### config.mk
export PLATFORM = sky130hd
export DESIGN_NAME = stdp_serial_mode
export DESIGN_NICKNAME = d
export VERILOG_FILES = /design/src/hw/stdp_pkg.sv /design/src/hw/stdp_word_buffer.sv /design/src/hw/stdp_tamper_window.sv /design/src/hw/stdp_serial_mode.sv
export SDC_FILE = /design/constraint.sdc
export NUM_CORES = 1
export LEC_CHECK = 0
export BUFFER_PORTS_ARGS = -buffer_cell sky130_fd_sc_hd__buf_2
export CORE_MARGIN = 2
export CORE_UTILIZATION = 58
export CTS_CLUSTER_SIZE = 10
export DETAILED_ROUTE_END_ITERATION = 16
export GPL_TIMING_DRIVEN = 0
export HOLD_SLACK_MARGIN = 0.15
export PLACE_DENSITY = 0.86
export SLEW_MARGIN = 10
export SYNTH_ARGS = -nofsm -noshare
export SYNTH_HDL_FRONTEND = slang
export SYNTH_SLANG_ARGS = --single-unit
### constraint.sdc
create_clock -name clk -period 2.8 [get_ports clk]
set_clock_uncertainty 0.05 [all_clocks]
set_input_delay 0.84 -clock clk [delete_from_list [all_inputs] [get_ports clk]]
set_output_delay 0.84 -clock clk [all_outputs]
set_load 0.03 [all_outputs]
### src/hw/stdp_pkg.sv
// Purpose: Shared constants and types for the standby / tamper-detect serial port
// Assumes: 10 MHz system clock, serial clock sampled as an ordinary input
// Notes:   Timing figures kept in their own units, cycle counts derived
package stdp_pkg;

	// ****************************************
	// Serial frame
	// ****************************************
	localparam int          WORD_BITS     = 16;
	localparam logic [15:0] CMD_STANDBY   = 16'h0022;
	localparam logic [15:0] CMD_WAKEUP    = 16'h0033;

	// ****************************************
	// Power levels
	// ****************************************
	typedef enum logic [1:0] {
		PWR_MINIMAL  = 2'h0,
		PWR_REDUCED  = 2'h1,
		PWR_HIGH_RES = 2'h2,
		PWR_HIGH_ALT = 2'h3
	} stdp_power_t;

	// ****************************************
	// Timing
	// ****************************************
	localparam int CLK_HZ              = 10_000_000;
	localparam int MOD_SETTLE_PERIODS  = 8;
	localparam int TAMPER_RATE_SPS     = 2700;
	localparam int TAMPER_SAMPLE_CYC   = CLK_HZ / TAMPER_RATE_SPS;
	localparam int RESET_RECOG_NS      = 2000;
	localparam int CLK_NS              = 100;
	localparam int RESET_RECOG_CYC     = (RESET_RECOG_NS + CLK_NS - 1) / CLK_NS;

	// ****************************************
	// Tamper detection
	// ****************************************
	localparam int THRESH_BITS    = 24;
	localparam int WINDOW_UNIT    = 128;
	localparam int WINDOW_MAX     = 3584;
	localparam int CHANNELS       = 2;

	typedef struct packed {
		logic                   enable;
		logic                   requireEvery;
		logic [2:0]             windowLength;
		logic [2:0]             hitCount;
		logic [THRESH_BITS-1:0] threshold;
	} stdp_tamper_cfg_t;

	typedef struct packed {
		logic [CHANNELS-1:0]    valid;
		logic [THRESH_BITS-1:0] sample0;
		logic [THRESH_BITS-1:0] sample1;
	} stdp_samples_t;

	typedef enum logic [3:0] {
		MODE_RUN     = 4'b0001,
		MODE_STANDBY = 4'b0010,
		MODE_TAMPER  = 4'b0100,
		MODE_SETTLE  = 4'b1000
	} stdp_mode_t;

endpackage : stdp_pkg

### src/hw/stdp_word_buffer.sv
// Purpose: Two-entry valid/ready buffer for transmit words
// Assumes: Single clock domain
// Notes:   Full and empty are exact
`timescale 1ns/1ns
`default_nettype none
module stdp_word_buffer
	import stdp_pkg::*;
#(
	parameter int WIDTH = 16,
	parameter int DEPTH = 2
) (
	input  wire logic             clk,
	input  wire logic             rst_b,
	input  wire logic             inValid,
	output logic                  inReady,
	input  wire logic [WIDTH-1:0] inData,
	output logic                  outValid,
	input  wire logic             outReady,
	output logic      [WIDTH-1:0] outData
);

	localparam int PW = $clog2(DEPTH);

	logic [WIDTH-1:0] mem_q [DEPTH];
	logic [PW-1:0]    wrPtr_q;
	logic [PW-1:0]    rdPtr_q;
	logic [PW:0]      count_q;
	logic             push;
	logic             pop;

	assign inReady  = (count_q != (PW+1)'(DEPTH));
	assign outValid = (count_q != '0);
	assign push     = inValid && inReady;
	assign pop      = outValid && outReady;
	assign outData  = mem_q[rdPtr_q];

	always_ff @(posedge clk) begin
		if (push) begin
			mem_q[wrPtr_q] <= inData;
		end
	end

	always_ff @(posedge clk or negedge rst_b) begin
		if (!rst_b) begin
			wrPtr_q <= '0;
			rdPtr_q <= '0;
			count_q <= '0;
		end else begin
			if (push) begin
				wrPtr_q <= (wrPtr_q == PW'(DEPTH-1)) ? '0 : wrPtr_q + 1'b1;
			end
			if (pop) begin
				rdPtr_q <= (rdPtr_q == PW'(DEPTH-1)) ? '0 : rdPtr_q + 1'b1;
			end
			count_q <= count_q + (PW+1)'(push) - (PW+1)'(pop);
		end
	end

endmodule : stdp_word_buffer
`default_nettype wire

### src/hw/stdp_tamper_window.sv
// Purpose: One tamper-detection run: counts samples and threshold hits
// Assumes: Sample strobe from the internal oscillator tick
// Notes:   Counters clear on every start
`timescale 1ns/1ns
`default_nettype none
module stdp_tamper_window
	import stdp_pkg::*;
#(
	parameter int CH = CHANNELS
) (
	input  wire logic             clk,
	input  wire logic             rst_b,
	input  wire logic             start,
	input  wire logic             sampleStrobe,
	input  wire stdp_samples_t    samples,
	input  wire stdp_tamper_cfg_t cfg,
	input  wire logic [CH-1:0]    chanEnable,
	output logic                  detect,
	output logic                  done
);

	logic [11:0]   sampleCnt_q;
	logic [2:0]    hits_q [CH];
	logic [CH-1:0] met;
	logic [CH-1:0] over;
	logic [11:0]   windowLen;
	logic          busy_q;

	// Even steps from the shortest window, top code gives the longest
	localparam logic [2:0] LEN_TOP     = '1;
	localparam int         WINDOW_STEP = (WINDOW_MAX - WINDOW_UNIT) / int'(LEN_TOP);
	assign windowLen = (cfg.windowLength == LEN_TOP) ? 12'(WINDOW_MAX) :
		12'(WINDOW_UNIT) + 12'(WINDOW_STEP) * 12'(cfg.windowLength);

	genvar g;
	generate
		for (g = 0; g < CH; g++) begin : gCh
			logic [THRESH_BITS-1:0] s;
			logic [THRESH_BITS-1:0] mag;
			assign s    = (g == 0) ? samples.sample0 : samples.sample1;
			assign mag  = s[THRESH_BITS-1] ? (~s + 1'b1) : s;
			assign over[g] = mag > cfg.threshold;
			assign met[g]  = (hits_q[g] >= cfg.hitCount) && (cfg.hitCount != 3'h0 || 1'b1);
			always_ff @(posedge clk or negedge rst_b) begin
				if (!rst_b) begin
					hits_q[g] <= '0;
				end else if (start) begin
					hits_q[g] <= '0;
				end else if (busy_q && sampleStrobe && over[g] && hits_q[g] != 3'h7) begin
					hits_q[g] <= hits_q[g] + 1'b1;
				end
			end
		end
	endgenerate

	// Every enabled channel, or any one of them
	logic anyMet;
	logic allMet;
	assign anyMet = |(met & chanEnable);
	assign allMet = ((met | ~chanEnable) == '1) && (chanEnable != '0);
	assign detect = busy_q && (cfg.requireEvery ? allMet : anyMet);
	assign done   = busy_q && (detect || (sampleCnt_q >= windowLen));

	always_ff @(posedge clk or negedge rst_b) begin
		if (!rst_b) begin
			sampleCnt_q <= '0;
			busy_q      <= 1'b0;
		end else if (start) begin
			sampleCnt_q <= '0;
			busy_q      <= 1'b1;
		end else if (done) begin
			busy_q      <= 1'b0;
		end else if (busy_q && sampleStrobe) begin
			sampleCnt_q <= sampleCnt_q + 1'b1;
		end
	end

endmodule : stdp_tamper_window
`default_nettype wire

### src/hw/stdp_serial_mode.sv
// Purpose: Mode control and slave serial port for a two-channel converter
// Assumes: Serial clock, select, data and sync pins are asynchronous to clk
// Notes:   Conversion data and responses arrive on txWord* ports
// How it works
// - Two-bit field picks three power levels
// - Standby disables channels, keeps registers
// - Command 0022h enters standby
// - Command 0033h leaves standby
// - Sampling starts eight modulator periods later
// - Tamper samples at 2.7 kSPS against threshold
// - Enough hits: data-ready falls, back to standby
// - Short sync pulse in standby starts tamper
// - Tamper entered only from standby
// - Internal oscillator; results never shown
// - Enable bit permits tamper detection
// - Threshold is 24 bits, two halves
// - Window length field, 128 to 3584
// - Hit-count field rejects noisy samples
// - All-channels bit: every or any channel
// - Only enabled channels take part
// - Slave, SPI mode 1, full duplex
// - Select high: ignore, output released
// - Select high resets serial logic
// - Capture on falling, shift on rising
// - Data-ready is active low
`timescale 1ns/1ns
`default_nettype none
module stdp_serial_mode
	import stdp_pkg::*;
#(
	parameter int WIDTH = WORD_BITS
) (
	input  wire logic             clk,
	input  wire logic             rst_b,
	input  wire logic             sclk,
	input  wire logic             csPin_b,
	input  wire logic             din,
	output logic                  dout,
	output logic                  doutOe,
	input  wire logic             syncPin_b,
	output logic                  dataReady_b,
	input  wire logic             modClkTick,
	input  wire logic             convDone,
	input  wire logic [1:0]       powerLevelSelect,
	input  wire logic [CHANNELS-1:0] channelEnable,
	input  wire logic             tamperDetectEnable,
	input  wire logic             tamperRequireEvery,
	input  wire logic [2:0]       tamperWindowLength,
	input  wire logic [2:0]       tamperHitCount,
	input  wire logic [11:0]      thresholdUpper,
	input  wire logic [11:0]      thresholdLower,
	input  wire stdp_samples_t    tamperSamples,
	input  wire logic             txWordValid,
	output logic                  txWordReady,
	input  wire logic [WIDTH-1:0] txWord,
	output logic                  rxWordValid,
	output logic      [WIDTH-1:0] rxWord,
	output logic      [1:0]       powerLevelActive,
	output logic      [CHANNELS-1:0] channelsActive,
	output logic                  referencePowered,
	output logic                  modulatorsSampling,
	output logic                  internalOscOn,
	output logic                  standbyState,
	output logic                  tamperState
);

	// ****************************************
	// Pin synchronisers
	// ****************************************
	logic [1:0] sclkSync_q, csSync_q, dinSync_q, syncSync_q;
	always_ff @(posedge clk or negedge rst_b) begin
		if (!rst_b) begin
			sclkSync_q <= '0;
			csSync_q   <= 2'h3;
			dinSync_q  <= '0;
			syncSync_q <= 2'h3;
		end else begin
			sclkSync_q <= {sclkSync_q[0], sclk};
			csSync_q   <= {csSync_q[0], csPin_b};
			dinSync_q  <= {dinSync_q[0], din};
			syncSync_q <= {syncSync_q[0], syncPin_b};
		end
	end

	logic sclkLast_q, syncLast_q;
	always_ff @(posedge clk or negedge rst_b) begin
		if (!rst_b) begin
			sclkLast_q <= 1'b0;
			syncLast_q <= 1'b1;
		end else begin
			sclkLast_q <= sclkSync_q[1];
			syncLast_q <= syncSync_q[1];
		end
	end

	logic selected, sclkRise, sclkFall;
	assign selected = !csSync_q[1];
	assign sclkRise = selected && sclkSync_q[1] && !sclkLast_q;
	assign sclkFall = selected && !sclkSync_q[1] && sclkLast_q;

	// ****************************************
	// Serial receive
	// ****************************************
	logic [WIDTH-1:0] rxShift_q;
	logic [4:0]       rxCnt_q;
	logic             rxDone;
	assign rxDone = sclkFall && (rxCnt_q == 5'(WIDTH-1));

	always_ff @(posedge clk or negedge rst_b) begin
		if (!rst_b) begin
			rxShift_q <= '0;
			rxCnt_q   <= '0;
		end else if (!selected) begin
			rxCnt_q   <= '0;
		end else if (sclkFall) begin
			rxShift_q <= {rxShift_q[WIDTH-2:0], dinSync_q[1]};
			rxCnt_q   <= rxDone ? '0 : rxCnt_q + 1'b1;
		end
	end

	always_ff @(posedge clk or negedge rst_b) begin
		if (!rst_b) begin
			rxWordValid <= 1'b0;
			rxWord      <= '0;
		end else begin
			rxWordValid <= rxDone;
			if (rxDone) begin
				rxWord <= {rxShift_q[WIDTH-2:0], dinSync_q[1]};
			end
		end
	end

	logic cmdStandby, cmdWakeup;
	assign cmdStandby = rxWordValid && (rxWord == CMD_STANDBY);
	assign cmdWakeup  = rxWordValid && (rxWord == CMD_WAKEUP);

	// ****************************************
	// Serial transmit through two-entry buffer
	// ****************************************
	logic             bufValid, bufPop;
	logic [WIDTH-1:0] bufData;
	logic [WIDTH-1:0] txShift_q;
	logic [4:0]       txCnt_q;
	logic             txLoaded_q;
	logic             txBit_q;

	stdp_word_buffer #(.WIDTH(WIDTH), .DEPTH(2)) uBuf (
		.clk     (clk),
		.rst_b   (rst_b),
		.inValid (txWordValid),
		.inReady (txWordReady),
		.inData  (txWord),
		.outValid(bufValid),
		.outReady(bufPop),
		.outData (bufData)
	);

	assign bufPop = selected && !txLoaded_q && bufValid;

	always_ff @(posedge clk or negedge rst_b) begin
		if (!rst_b) begin
			txShift_q  <= '0;
			txCnt_q    <= '0;
			txLoaded_q <= 1'b0;
			txBit_q    <= 1'b0;
		end else if (!selected) begin
			txCnt_q    <= '0;
			txLoaded_q <= 1'b0;
			txBit_q    <= 1'b0;
		end else if (bufPop) begin
			txShift_q  <= bufData;
			txLoaded_q <= 1'b1;
		end else if (sclkRise) begin
			txBit_q   <= txShift_q[WIDTH-1];
			txShift_q <= {txShift_q[WIDTH-2:0], 1'b0};
			if (txCnt_q == 5'(WIDTH-1)) begin
				txCnt_q    <= '0;
				txLoaded_q <= 1'b0;
			end else begin
				txCnt_q <= txCnt_q + 1'b1;
			end
		end
	end

	always_ff @(posedge clk or negedge rst_b) begin
		if (!rst_b) begin
			dout   <= 1'b0;
			doutOe <= 1'b0;
		end else begin
			doutOe <= selected;
			dout   <= selected ? txBit_q : 1'b0;
		end
	end

	// ****************************************
	// Sync pulse width
	// ****************************************
	logic [7:0] syncLow_q;
	logic       shortPulse;
	always_ff @(posedge clk or negedge rst_b) begin
		if (!rst_b) begin
			syncLow_q <= '0;
		end else if (!syncSync_q[1]) begin
			syncLow_q <= (syncLow_q == 8'hFF) ? syncLow_q : syncLow_q + 1'b1;
		end else begin
			syncLow_q <= '0;
		end
	end
	assign shortPulse = syncSync_q[1] && !syncLast_q &&
		(syncLow_q < 8'(RESET_RECOG_CYC));

	// ****************************************
	// Internal oscillator tick
	// ****************************************
	logic [11:0] oscCnt_q;
	logic        oscTick;
	assign oscTick = (oscCnt_q == 12'(TAMPER_SAMPLE_CYC - 1));
	always_ff @(posedge clk or negedge rst_b) begin
		if (!rst_b) begin
			oscCnt_q <= '0;
		end else if (!internalOscOn || oscTick) begin
			oscCnt_q <= '0;
		end else begin
			oscCnt_q <= oscCnt_q + 1'b1;
		end
	end

	// ****************************************
	// Tamper window
	// ****************************************
	stdp_tamper_cfg_t cfg;
	logic             runStart, winDetect, winDone;
	assign cfg.enable       = tamperDetectEnable;
	assign cfg.requireEvery = tamperRequireEvery;
	assign cfg.windowLength = tamperWindowLength;
	assign cfg.hitCount     = tamperHitCount;
	assign cfg.threshold    = {thresholdUpper, thresholdLower};

	stdp_tamper_window #(.CH(CHANNELS)) uWin (
		.clk         (clk),
		.rst_b       (rst_b),
		.start       (runStart),
		.sampleStrobe(oscTick),
		.samples     (tamperSamples),
		.cfg         (cfg),
		.chanEnable  (channelEnable),
		.detect      (winDetect),
		.done        (winDone)
	);

	// ****************************************
	// Mode machine
	// ****************************************
	stdp_mode_t mode_q;
	logic [3:0] settle_q;
	assign runStart = (mode_q == MODE_STANDBY) && shortPulse && tamperDetectEnable;

	always_ff @(posedge clk or negedge rst_b) begin
		if (!rst_b) begin
			mode_q   <= MODE_RUN;
			settle_q <= '0;
		end else begin
			unique case (mode_q)
				MODE_RUN: begin
					if (cmdStandby) begin
						mode_q <= MODE_STANDBY;
					end
				end
				MODE_STANDBY: begin
					if (cmdWakeup) begin
						mode_q   <= MODE_SETTLE;
						settle_q <= '0;
					end else if (runStart) begin
						mode_q <= MODE_TAMPER;
					end
				end
				MODE_TAMPER: begin
					if (winDone) begin
						mode_q <= MODE_STANDBY;
					end
				end
				MODE_SETTLE: begin
					if (cmdStandby) begin
						mode_q <= MODE_STANDBY;
					end else if (modClkTick) begin
						if (settle_q == 4'(MOD_SETTLE_PERIODS - 1)) begin
							mode_q <= MODE_RUN;
						end
						settle_q <= settle_q + 1'b1;
					end
				end
			endcase
		end
	end

	// ****************************************
	// Data-ready and status
	// ****************************************
	logic detectPulse;
	assign detectPulse = (mode_q == MODE_TAMPER) && winDone && winDetect;

	always_ff @(posedge clk or negedge rst_b) begin
		if (!rst_b) begin
			dataReady_b <= 1'b1;
		end else if (detectPulse) begin
			dataReady_b <= 1'b0;
		end else if (mode_q == MODE_RUN && convDone) begin
			dataReady_b <= 1'b0;
		end else if (rxDone || cmdWakeup || runStart) begin
			dataReady_b <= 1'b1;
		end
	end

	always_ff @(posedge clk or negedge rst_b) begin
		if (!rst_b) begin
			powerLevelActive   <= '0;
			channelsActive     <= '0;
			referencePowered   <= 1'b0;
			modulatorsSampling <= 1'b0;
			internalOscOn      <= 1'b0;
			standbyState       <= 1'b0;
			tamperState        <= 1'b0;
		end else begin
			powerLevelActive   <= powerLevelSelect;
			channelsActive     <= (mode_q == MODE_RUN) ? channelEnable : '0;
			referencePowered   <= (mode_q == MODE_RUN) || (mode_q == MODE_SETTLE);
			modulatorsSampling <= (mode_q == MODE_RUN);
			internalOscOn      <= (mode_q == MODE_TAMPER) || runStart;
			standbyState       <= (mode_q == MODE_STANDBY);
			tamperState        <= (mode_q == MODE_TAMPER);
		end
	end

endmodule : stdp_serial_mode
`default_nettype wire

==> results of run 1 <==
==> per-stage QoR <==
| stage | setup WS [ns] | TNS, ns | cells | instance area [um^2] | power, W |
|---|---|---|---|---|---|
| detailed placement | -1.81 | -35.64 | 1345 | 11200 | 0.00474 |
| floorplan | -1.21 | -23.49 | 986 | 10200 | 0.00422 |
| finish | -1.13 | -22.30 | 1413 | 12500 | 0.00723 |
| global placement | -1.72 | -151.01 | 1344 | 11200 | 0.00464 |
| CTS | -1.17 | -22.26 | 1396 | 12200 | 0.00718 |
| global route | -1.26 | -24.67 | 1413 | 12500 | 0.00764 |
==> sequential cells by signal, summed over array words and instances, names as in the netlist, 2 cells and up <==
| signal | count |
|---|---|
| uBuf.mem_q | 32 |
| rxWord | 16 |
| txShift_q | 16 |
| rxShift_q | 15 |
| oscCnt_q | 12 |
| uWin.sampleCnt_q | 12 |
| syncLow_q | 8 |
| uWin.hits_q | 6 |
| rxCnt_q | 5 |
| txCnt_q | 5 |
| mode_q | 4 |
| settle_q | 4 |
| channelsActive | 2 |
| csSync_q | 2 |
| dinSync_q | 2 |
| powerLevelActive | 2 |
| sclkSync_q | 2 |
| syncSync_q | 2 |
| uBuf.count_q | 2 |
==> power by group through the flow <==
| stage | Clock [W] | Sequential [W] | Combinational, W |
|---|---|---|---|
| after global placement | 0 | 0.00310 | 0.00155 |
| after CTS | 0.00238 | 0.00309 | 0.00171 |
| after detailed placement | 0 | 0.00311 | 0.00163 |
| final | 0.00235 | 0.00309 | 0.00179 |
| after floorplan | 0 | 0.00308 | 0.00114 |
| after global routing | 0.00249 | 0.00314 | 0.00201 |
==> timing repair <==
action,in CTS,in global routing
buffers inserted,18,16
endpoints found under the setup margin,22,24
resized for setup,54,27
gates cloned,1,0
pin swaps,26,33
==> synth_stat cells, drive strengths merged, types with 3 or more instances <==
cell type,number
o311a,4
nand2b,16
o21ai,50
or4,5
fa,4
a21oi,42
or3,13
dfrtp,126
dfstp,7
xnor2,54
a31oi,20
edfxtp,32
and3,17
mux2i,9
nand4,22
nand3,35
o21bai,3
o31ai,15
nor2,41
nor3,15
ha,100
a21o,13
clkbuf,24
nor4,6
a211oi,20
o41ai,7
and2,4
nand2,105
nor2b,24
o311ai,6
inv,60
nand3b,6
mux2,31
o211ai,4
xor2,13
==> path summary, 6_finish.rpt <==
kind | endpoint | slack [ns] | depth (start not counted)
setup / recovery | mode_q[2] | -1.13 | 15
hold / removal | syncSync_q[1] | 0.30 | 0
setup reg to reg | uWin.sampleCnt_q[5] | 0.07 | 7
hold reg to reg | syncSync_q[1] | 0.30 | 0
max in group asynchronous | mode_q[0] | 1.59 | 2
min in group asynchronous | syncLow_q[6] | 0.36 | 1
==> per-layer routing <==
metal	vias to the layer above	track usage, %
met5	-	0
met4	0	9.14
met3	58	4.32
met2	255	47.9
met1	4010	31.7
li1	3968	-
==> layout make-up <==
type / count / area, um^2
antenna: 2 / 5.00
tap: 220 / 275
buffer: 24 / 104
clock inverter: 15 / 176
inverter: 60 / 233
sequential: 165 / 4300
clock buffer: 17 / 425
fill: 1114 / 4220
multi-input combinational: 736 / 5900
timing repair buffer: 174 / 1070
==> cell families after synthesis <==
group | synth area share, %
AO/OA/AOI/OAI | 13.3
multiplexers | 4.41
XOR/XNOR | 5.89
AND/OR/NAND/NOR | 16.7
flip-flops | 43.1
buffers and inverters | 3.20
adder cells (fa/ha/maj) | 13.4
==> worst register-to-register path: stages, from the launching register on <==
cell     delay (ns)
dfrtp_1        0.42
ha_1           0.32
a21oi_1        0.14
o21ai_0        0.13
a32oi_1        0.39
nand3_1        0.56
nor4_4         0.43
mux2i_1        0.22
==> results.py, run 1 <==
metrics = {
    "run_status": {
        "status": "finished, violations left",
        "violations": "setup timing",
    },
    "clocking": {
        "cts_tree": "built",
        "cts_root_buffer": "clkbuf_16",
        "ctsHoldBuffers": 0,
        "cts_max_path_buffers": 2,
        "htreeDepth": 4,
        "numCtsBuffers": 17,
        "worstSkewPairLatency_ns": 0.43,
        "cts.sinks": 165,
        "clkTransAtPathRegs_ns": 0.07,
    },
    "timing": {
        "finalMaxSlewViolations": 0,
        "fin_ws_ns": -1.13,
        "finalSetupViolCount": 21,
        "fin_crit_ns": 3.93,
        "final.period_utilization_pct": 140,
        "hold_viol": 0,
        "holdWs_ns": 0.303,
        "worst_slew_pin_slew_ns": 0.806,
        "rsz0062_at_grt": "yes",
        "max_freq_ghz": 0.255,
        "max_slew_margin_pct": 46.1,
    },
    "logic_synthesis": {
        "synth_top_area_share_pct": 31.7,
        "ys_ff_latch": 165,
        "synth_area_mm2": 0.00996,
        "synth.area.top_cells": "dfrtp_1, ha_1, edfxtp_1",
        "syn_area_per_cell_um2": 10.1,
        "yosys.area.top_type": "dfrtp_1",
        "synth_warnings": 0,
        "ys.flop_type": "dfrtp_1",
        "synthArstFlopShare_pct": 80.6,
        "synth-edff-count": 32,
        "synth_seq_area_share_pct": 43.1,
        "synthDistinctLibCells": 65,
        "synth_cells": 986,
        "syn_nets": 1201,
    },
    "drt": {
        "vias": 8291,
        "drtIter0Drc": 465,
        "totalWireLength_um": 23600,
        "wl_met3_um": 944,
        "drt-met1-wl_um": 9760,
        "ant_nets": 0,
        "firstDrtPassIters": 5,
        "top_layer": "met4",
        "wl_met2_um": 12400,
        "routedWlPerCell_um": 16.7,
        "vias_per_cell": 5.87,
        "drc": 0,
    },
    "hold_path": {
        "hold_class": "register to register",
        "hp-start": "syncSync_q[0]",
    },
    "floorplanning": {
        "die_y_um": 135,
        "die_w_um": 135,
        "rows": 47,
        "initial_core_util_pct": 59.6,
        "coreArea_mm2": 0.0167,
        "io_pins": 141,
        "dieArea_mm2": 0.0182,
    },
    "power_and_ir_drop": {
        "power.internal_w": 0.00490,
        "switching_share_pct": 32.2,
        "seqPwrFrac_pct": 42.8,
        "pwr-share-clk_pct": 32.6,
        "vdd_drop_max_mv": 0.606,
        "leakage_nw": 5.75,
        "p_sw_w": 0.00233,
        "p_per_area_mw_per_mm2": 579,
        "pwr-share-comb_pct": 24.7,
    },
    "setup_path": {
        "cp-start-kind": "input port",
        "r2r-start": "uWin.hits_q[5]",
        "cp_top_family": "compound AO/OA/AOI/OAI gates",
        "cp_slowest_cell": "a2111oi_2",
        "startpoint": "tamperWindowLength[0]",
        "cp.required_ns": 3.07,
        "critPathMaxStageDelay_ns": 0.42,
        "crit_chain": "buf_2 > ha_1 > ha_4 > ha_1 > a21o_1 > a21oi_2 > o21bai_2 > a2111oi_2 > o31ai_1 > ha_1 > nand4_1 > o21ai_4 > buf_4 > a211oi_4 > a211o_1",
        "critPathArrivalTime_ns": 4.20,
        "worstSetupPathType": "input port to register",
        "crit_fanout": 5,
        "crit_top_cell": "ha_1",
        "critPathBufInv": 2,
        "end_kind": "register",
    },
    "layout": {
        "area_growth_pct": 25.3,
        "fin_nets": 1393,
        "final_common_cell": "buf_2",
        "drive_gt1_share_pct": 27.8,
        "layout_common_cells": "buf_2, dfrtp_1, nand2_1, ha_1, inv_1",
        "fin_util_pct": 74.7,
    },
    "global_route": {
        "grt_util_all_layers_pct": 26.4,
        "grt_pass1_wl_um": 38800,
        "grt_max_degree": 74,
        "grt_pass1_vias": 8442,
        "antenna_found_initial": 2,
        "overflow": 0,
    },
    "flow_run": {
        "cap_viol_max_count": 0,
    },
    "placement": {
        "io_buffers": 138,
        "routabilityCongestion": 0.904,
        "hpwl_um": 16300,
    },
}
Note: power is estimated with default switching activity, not from simulation.
==> inputs of run 2 (changes only) <==
- ABC_AREA: not set -> 1
- CORE_UTILIZATION: 58 -> 63
- PLACE_DENSITY: 0.86 -> 0.91
- clock period: 2.8 -> 4.9 ns (I/O delays scaled with it)
==> results.py, run 2 <==
metrics = {
    "logic_synthesis": {
        "synth_cells": 1261,
        "synth_warnings": 0,
        "synth.area.top_cells": "dfrtp_1, ha_1, nand2_1",
        "syn_area_per_cell_um2": 8.26,
        "synthDistinctLibCells": 52,
        "ys.flop_type": "dfrtp_1",
        "syn_nets": 1476,
        "synth_area_mm2": 0.0104,
        "yosysMostFrequentCell": "nand2_1",
        "yosys.area.top_type": "dfrtp_1",
        "synth_top_area_share_pct": 30.3,
        "ys_ff_latch": 165,
        "yosys-top-cells-count": "nand2_1, inv_1, nor2_1, dfrtp_1, ha_1",
        "synthArstFlopShare_pct": 80.6,
        "synth-edff-count": 32,
        "synth_seq_area_share_pct": 41.3,
    },
    "clocking": {
        "cts_root_buffer": "clkbuf_16",
        "htreeDepth": 4,
        "cts.sinks": 165,
        "cts_tree": "built",
        "numCtsBuffers": 17,
        "cts_max_path_buffers": 2,
        "clkTransAtPathRegs_ns": 0.07,
        "worstSkewPairLatency_ns": 0.43,
        "post_cts.repair.setup_buffers": 0,
    },
    "setup_path": {
        "end_kind": "register",
        "ff2ff_path_depth": 14,
        "cp.required_ns": 5.17,
        "r2r-start": "uWin.sampleCnt_q[10]",
        "critPathMaxStageDelay_ns": 0.35,
        "crit_top_cell": "nand2_1",
        "cp-start-kind": "input port",
        "r2r_slack_ns": 2.82,
        "crit_fanout": 7,
        "worstSetupPathType": "input port to register",
        "cp_slowest_cell": "fa_2",
        "r2r_end": "uWin.sampleCnt_q[10]",
        "critPathArrivalTime_ns": 4.97,
    },
    "layout": {
        "design_area_mm2": 0.0121,
        "largest_register_ffs": 32,
        "final_common_cell": "nand2_1",
        "nFillCells": 1161,
        "fin_nets": 1635,
        "drive_gt1_share_pct": 16.1,
        "regMostFlops": "uBuf.mem_q",
        "fin_util_pct": 73.9,
        "reg_top3": "uBuf.mem_q: 32 flops, rxWord: 16 flops, txShift_q: 16 flops",
        "insertedDiodeCount": 0,
        "stdcell_count": 1653,
        "layout_common_cells": "nand2_1, inv_1, nor2_1, buf_2, dfrtp_1",
        "area_growth_pct": 15.9,
    },
    "power_and_ir_drop": {
        "vdd_drop_max_mv": 0.376,
        "pwr-share-clk_pct": 31.6,
        "p_per_area_mw_per_mm2": 339,
        "switching_share_pct": 34.6,
        "pwr-share-comb_pct": 25.4,
        "p_sw_w": 0.00141,
        "power.internal_w": 0.00268,
        "seqPwrFrac_pct": 43.0,
        "leakage_nw": 6.05,
    },
    "timing": {
        "holdWs_ns": 0.303,
        "setup_tns_ns": 0,
        "rsz0062_at_grt": "yes",
        "max_freq_ghz": 0.213,
        "hold_viol": 0,
        "worst_slew_pin_slew_ns": 0.887,
        "finalMaxSlewViolations": 0,
        "final.period_utilization_pct": 95.9,
        "max_slew_margin_pct": 40.8,
        "finalSetupViolCount": 0,
        "fin_crit_ns": 4.70,
    },
    "floorplanning": {
        "die_y_um": 133,
        "io_pins": 141,
        "coreArea_mm2": 0.0163,
        "rows": 47,
        "dieArea_mm2": 0.0176,
        "initial_core_util_pct": 63.7,
        "die_w_um": 133,
    },
    "placement": {
        "placed_area_mm2": 0.0114,
        "dp.cells": 1620,
        "io_buffers": 138,
        "hpwl_um": 17300,
        "routabilityCongestion": 0.951,
    },
    "global_route": {
        "antenna_found_initial": 0,
        "overflow": 0,
        "grt_pass1_vias": 8844,
        "grt_max_degree": 75,
        "grt_pass1_wl_um": 39600,
        "grt_util_all_layers_pct": 27.6,
    },
    "run_status": {
        "status": "completed",
    },
    "hold_path": {
        "whs_path_depth": 0,
        "hp-start": "dinSync_q[0]",
        "whs_endpoint": "dinSync_q[1]",
        "hold_class": "register to register",
    },
    "drt": {
        "ant_nets": 0,
        "vias": 9068,
        "drtIter0Drc": 575,
        "drc": 0,
        "totalWireLength_um": 23800,
        "routedWlPerCell_um": 14.4,
        "firstDrtPassIters": 6,
        "vias_per_cell": 5.49,
    },
    "flow_run": {
        "cap_viol_max_count": 0,
    },
}
run 2: cell count changes after synthesis, moves of 18 or more:
cell	delta
xnor2_1	-40
mux2_2	-31
nor2b_1	-24
inv_1	+121
xor2_1	+34
nand3_1	+18
a211oi_1	-18
o21ai_1	+22
nand2_1	+160
nor2_1	+107
run 2: worst max-delay path by stage:
stage	endpoint	slack, ns	cells past startpoint	start
3_5_place_dp	uWin.sampleCnt_q[5]	-0.66	27	tamperWindowLength[1]
5_1_grt	uWin.sampleCnt_q[10]	-0.02	26	tamperWindowLength[1]
3_3_place_gp	uWin.sampleCnt_q[11]	-0.56	27	tamperWindowLength[1]
6_report	uWin.sampleCnt_q[10]	0.20	27	tamperWindowLength[1]
4_1_cts	uWin.sampleCnt_q[5]	0.05	27	tamperWindowLength[2]
2_1_floorplan	uWin.sampleCnt_q[5]	0.09	26	tamperWindowLength[1]
run 2: what timing repair did:
item	4_1_cts	5_1_grt
cloned	0	1
setup endpoints to repair	14	14
resized for setup	5	16
pin swaps	0	2
hold buffers	0	0
run 2: layer usage:
metal / track usage [%] / part of all wire, %
met1: 34.5 / 42
met2: 49.2 / 51
met5: 0 / 0
met4: 9.80 / 2.4
met3: 3.68 / 5.3
run 2: cells by family (layout without fill, tap and decap cells):
family          after synthesis  after routing  synth area share [%]
buf+inv                     206            378                  7.70
compound gates              183            183                  10.4
xor+xnor                     61             61                  5.13
simple gates                542            542                  22.8
flops                       165            165                  41.3
fa+ha+maj                   104            104                  12.8
run 2: layout make-up:
type | instances | area (um^2) | share of cell area, %
Clock inverter | 15 | 154 | 1.27
Tap cell | 220 | 275 | 2.28
Clock buffer | 17 | 425 | 3.52
Buffer | 22 | 119 | 0.984
Sequential cell | 165 | 4300 | 35.6
Timing Repair Buffer | 140 | 737 | 6.10
Inverter | 184 | 696 | 5.76
Multi-Input combinational cell | 890 | 5370 | 44.5
run 2: power groups by stage:
stage          sequential (W)  clock (W)  combinational, W
2_1_floorplan         0.00176          0          0.000689
3_3_place_gp          0.00176          0          0.000939
3_5_place_dp          0.00177          0           0.00100
4_1_cts               0.00175    0.00131           0.00103
5_1_grt               0.00177    0.00136           0.00118
6_report              0.00176    0.00129           0.00104
run 2: through the flow:
step	worst slack [ns]	total power (W)
global route	-0.0173	0.00432
finish	0.200	0.00409
global placement	-0.557	0.00270
detailed placement	-0.662	0.00277
CTS	0.0543	0.00409
floorplan	0.0893	0.00245
run 2: critical path: cells and delay by family:
family / cells / cell delay, ns
compound gates: 5 / 0.59
fa+ha+maj: 5 / 1.38
buf+inv: 4 / 0.49
simple gates: 13 / 1.04
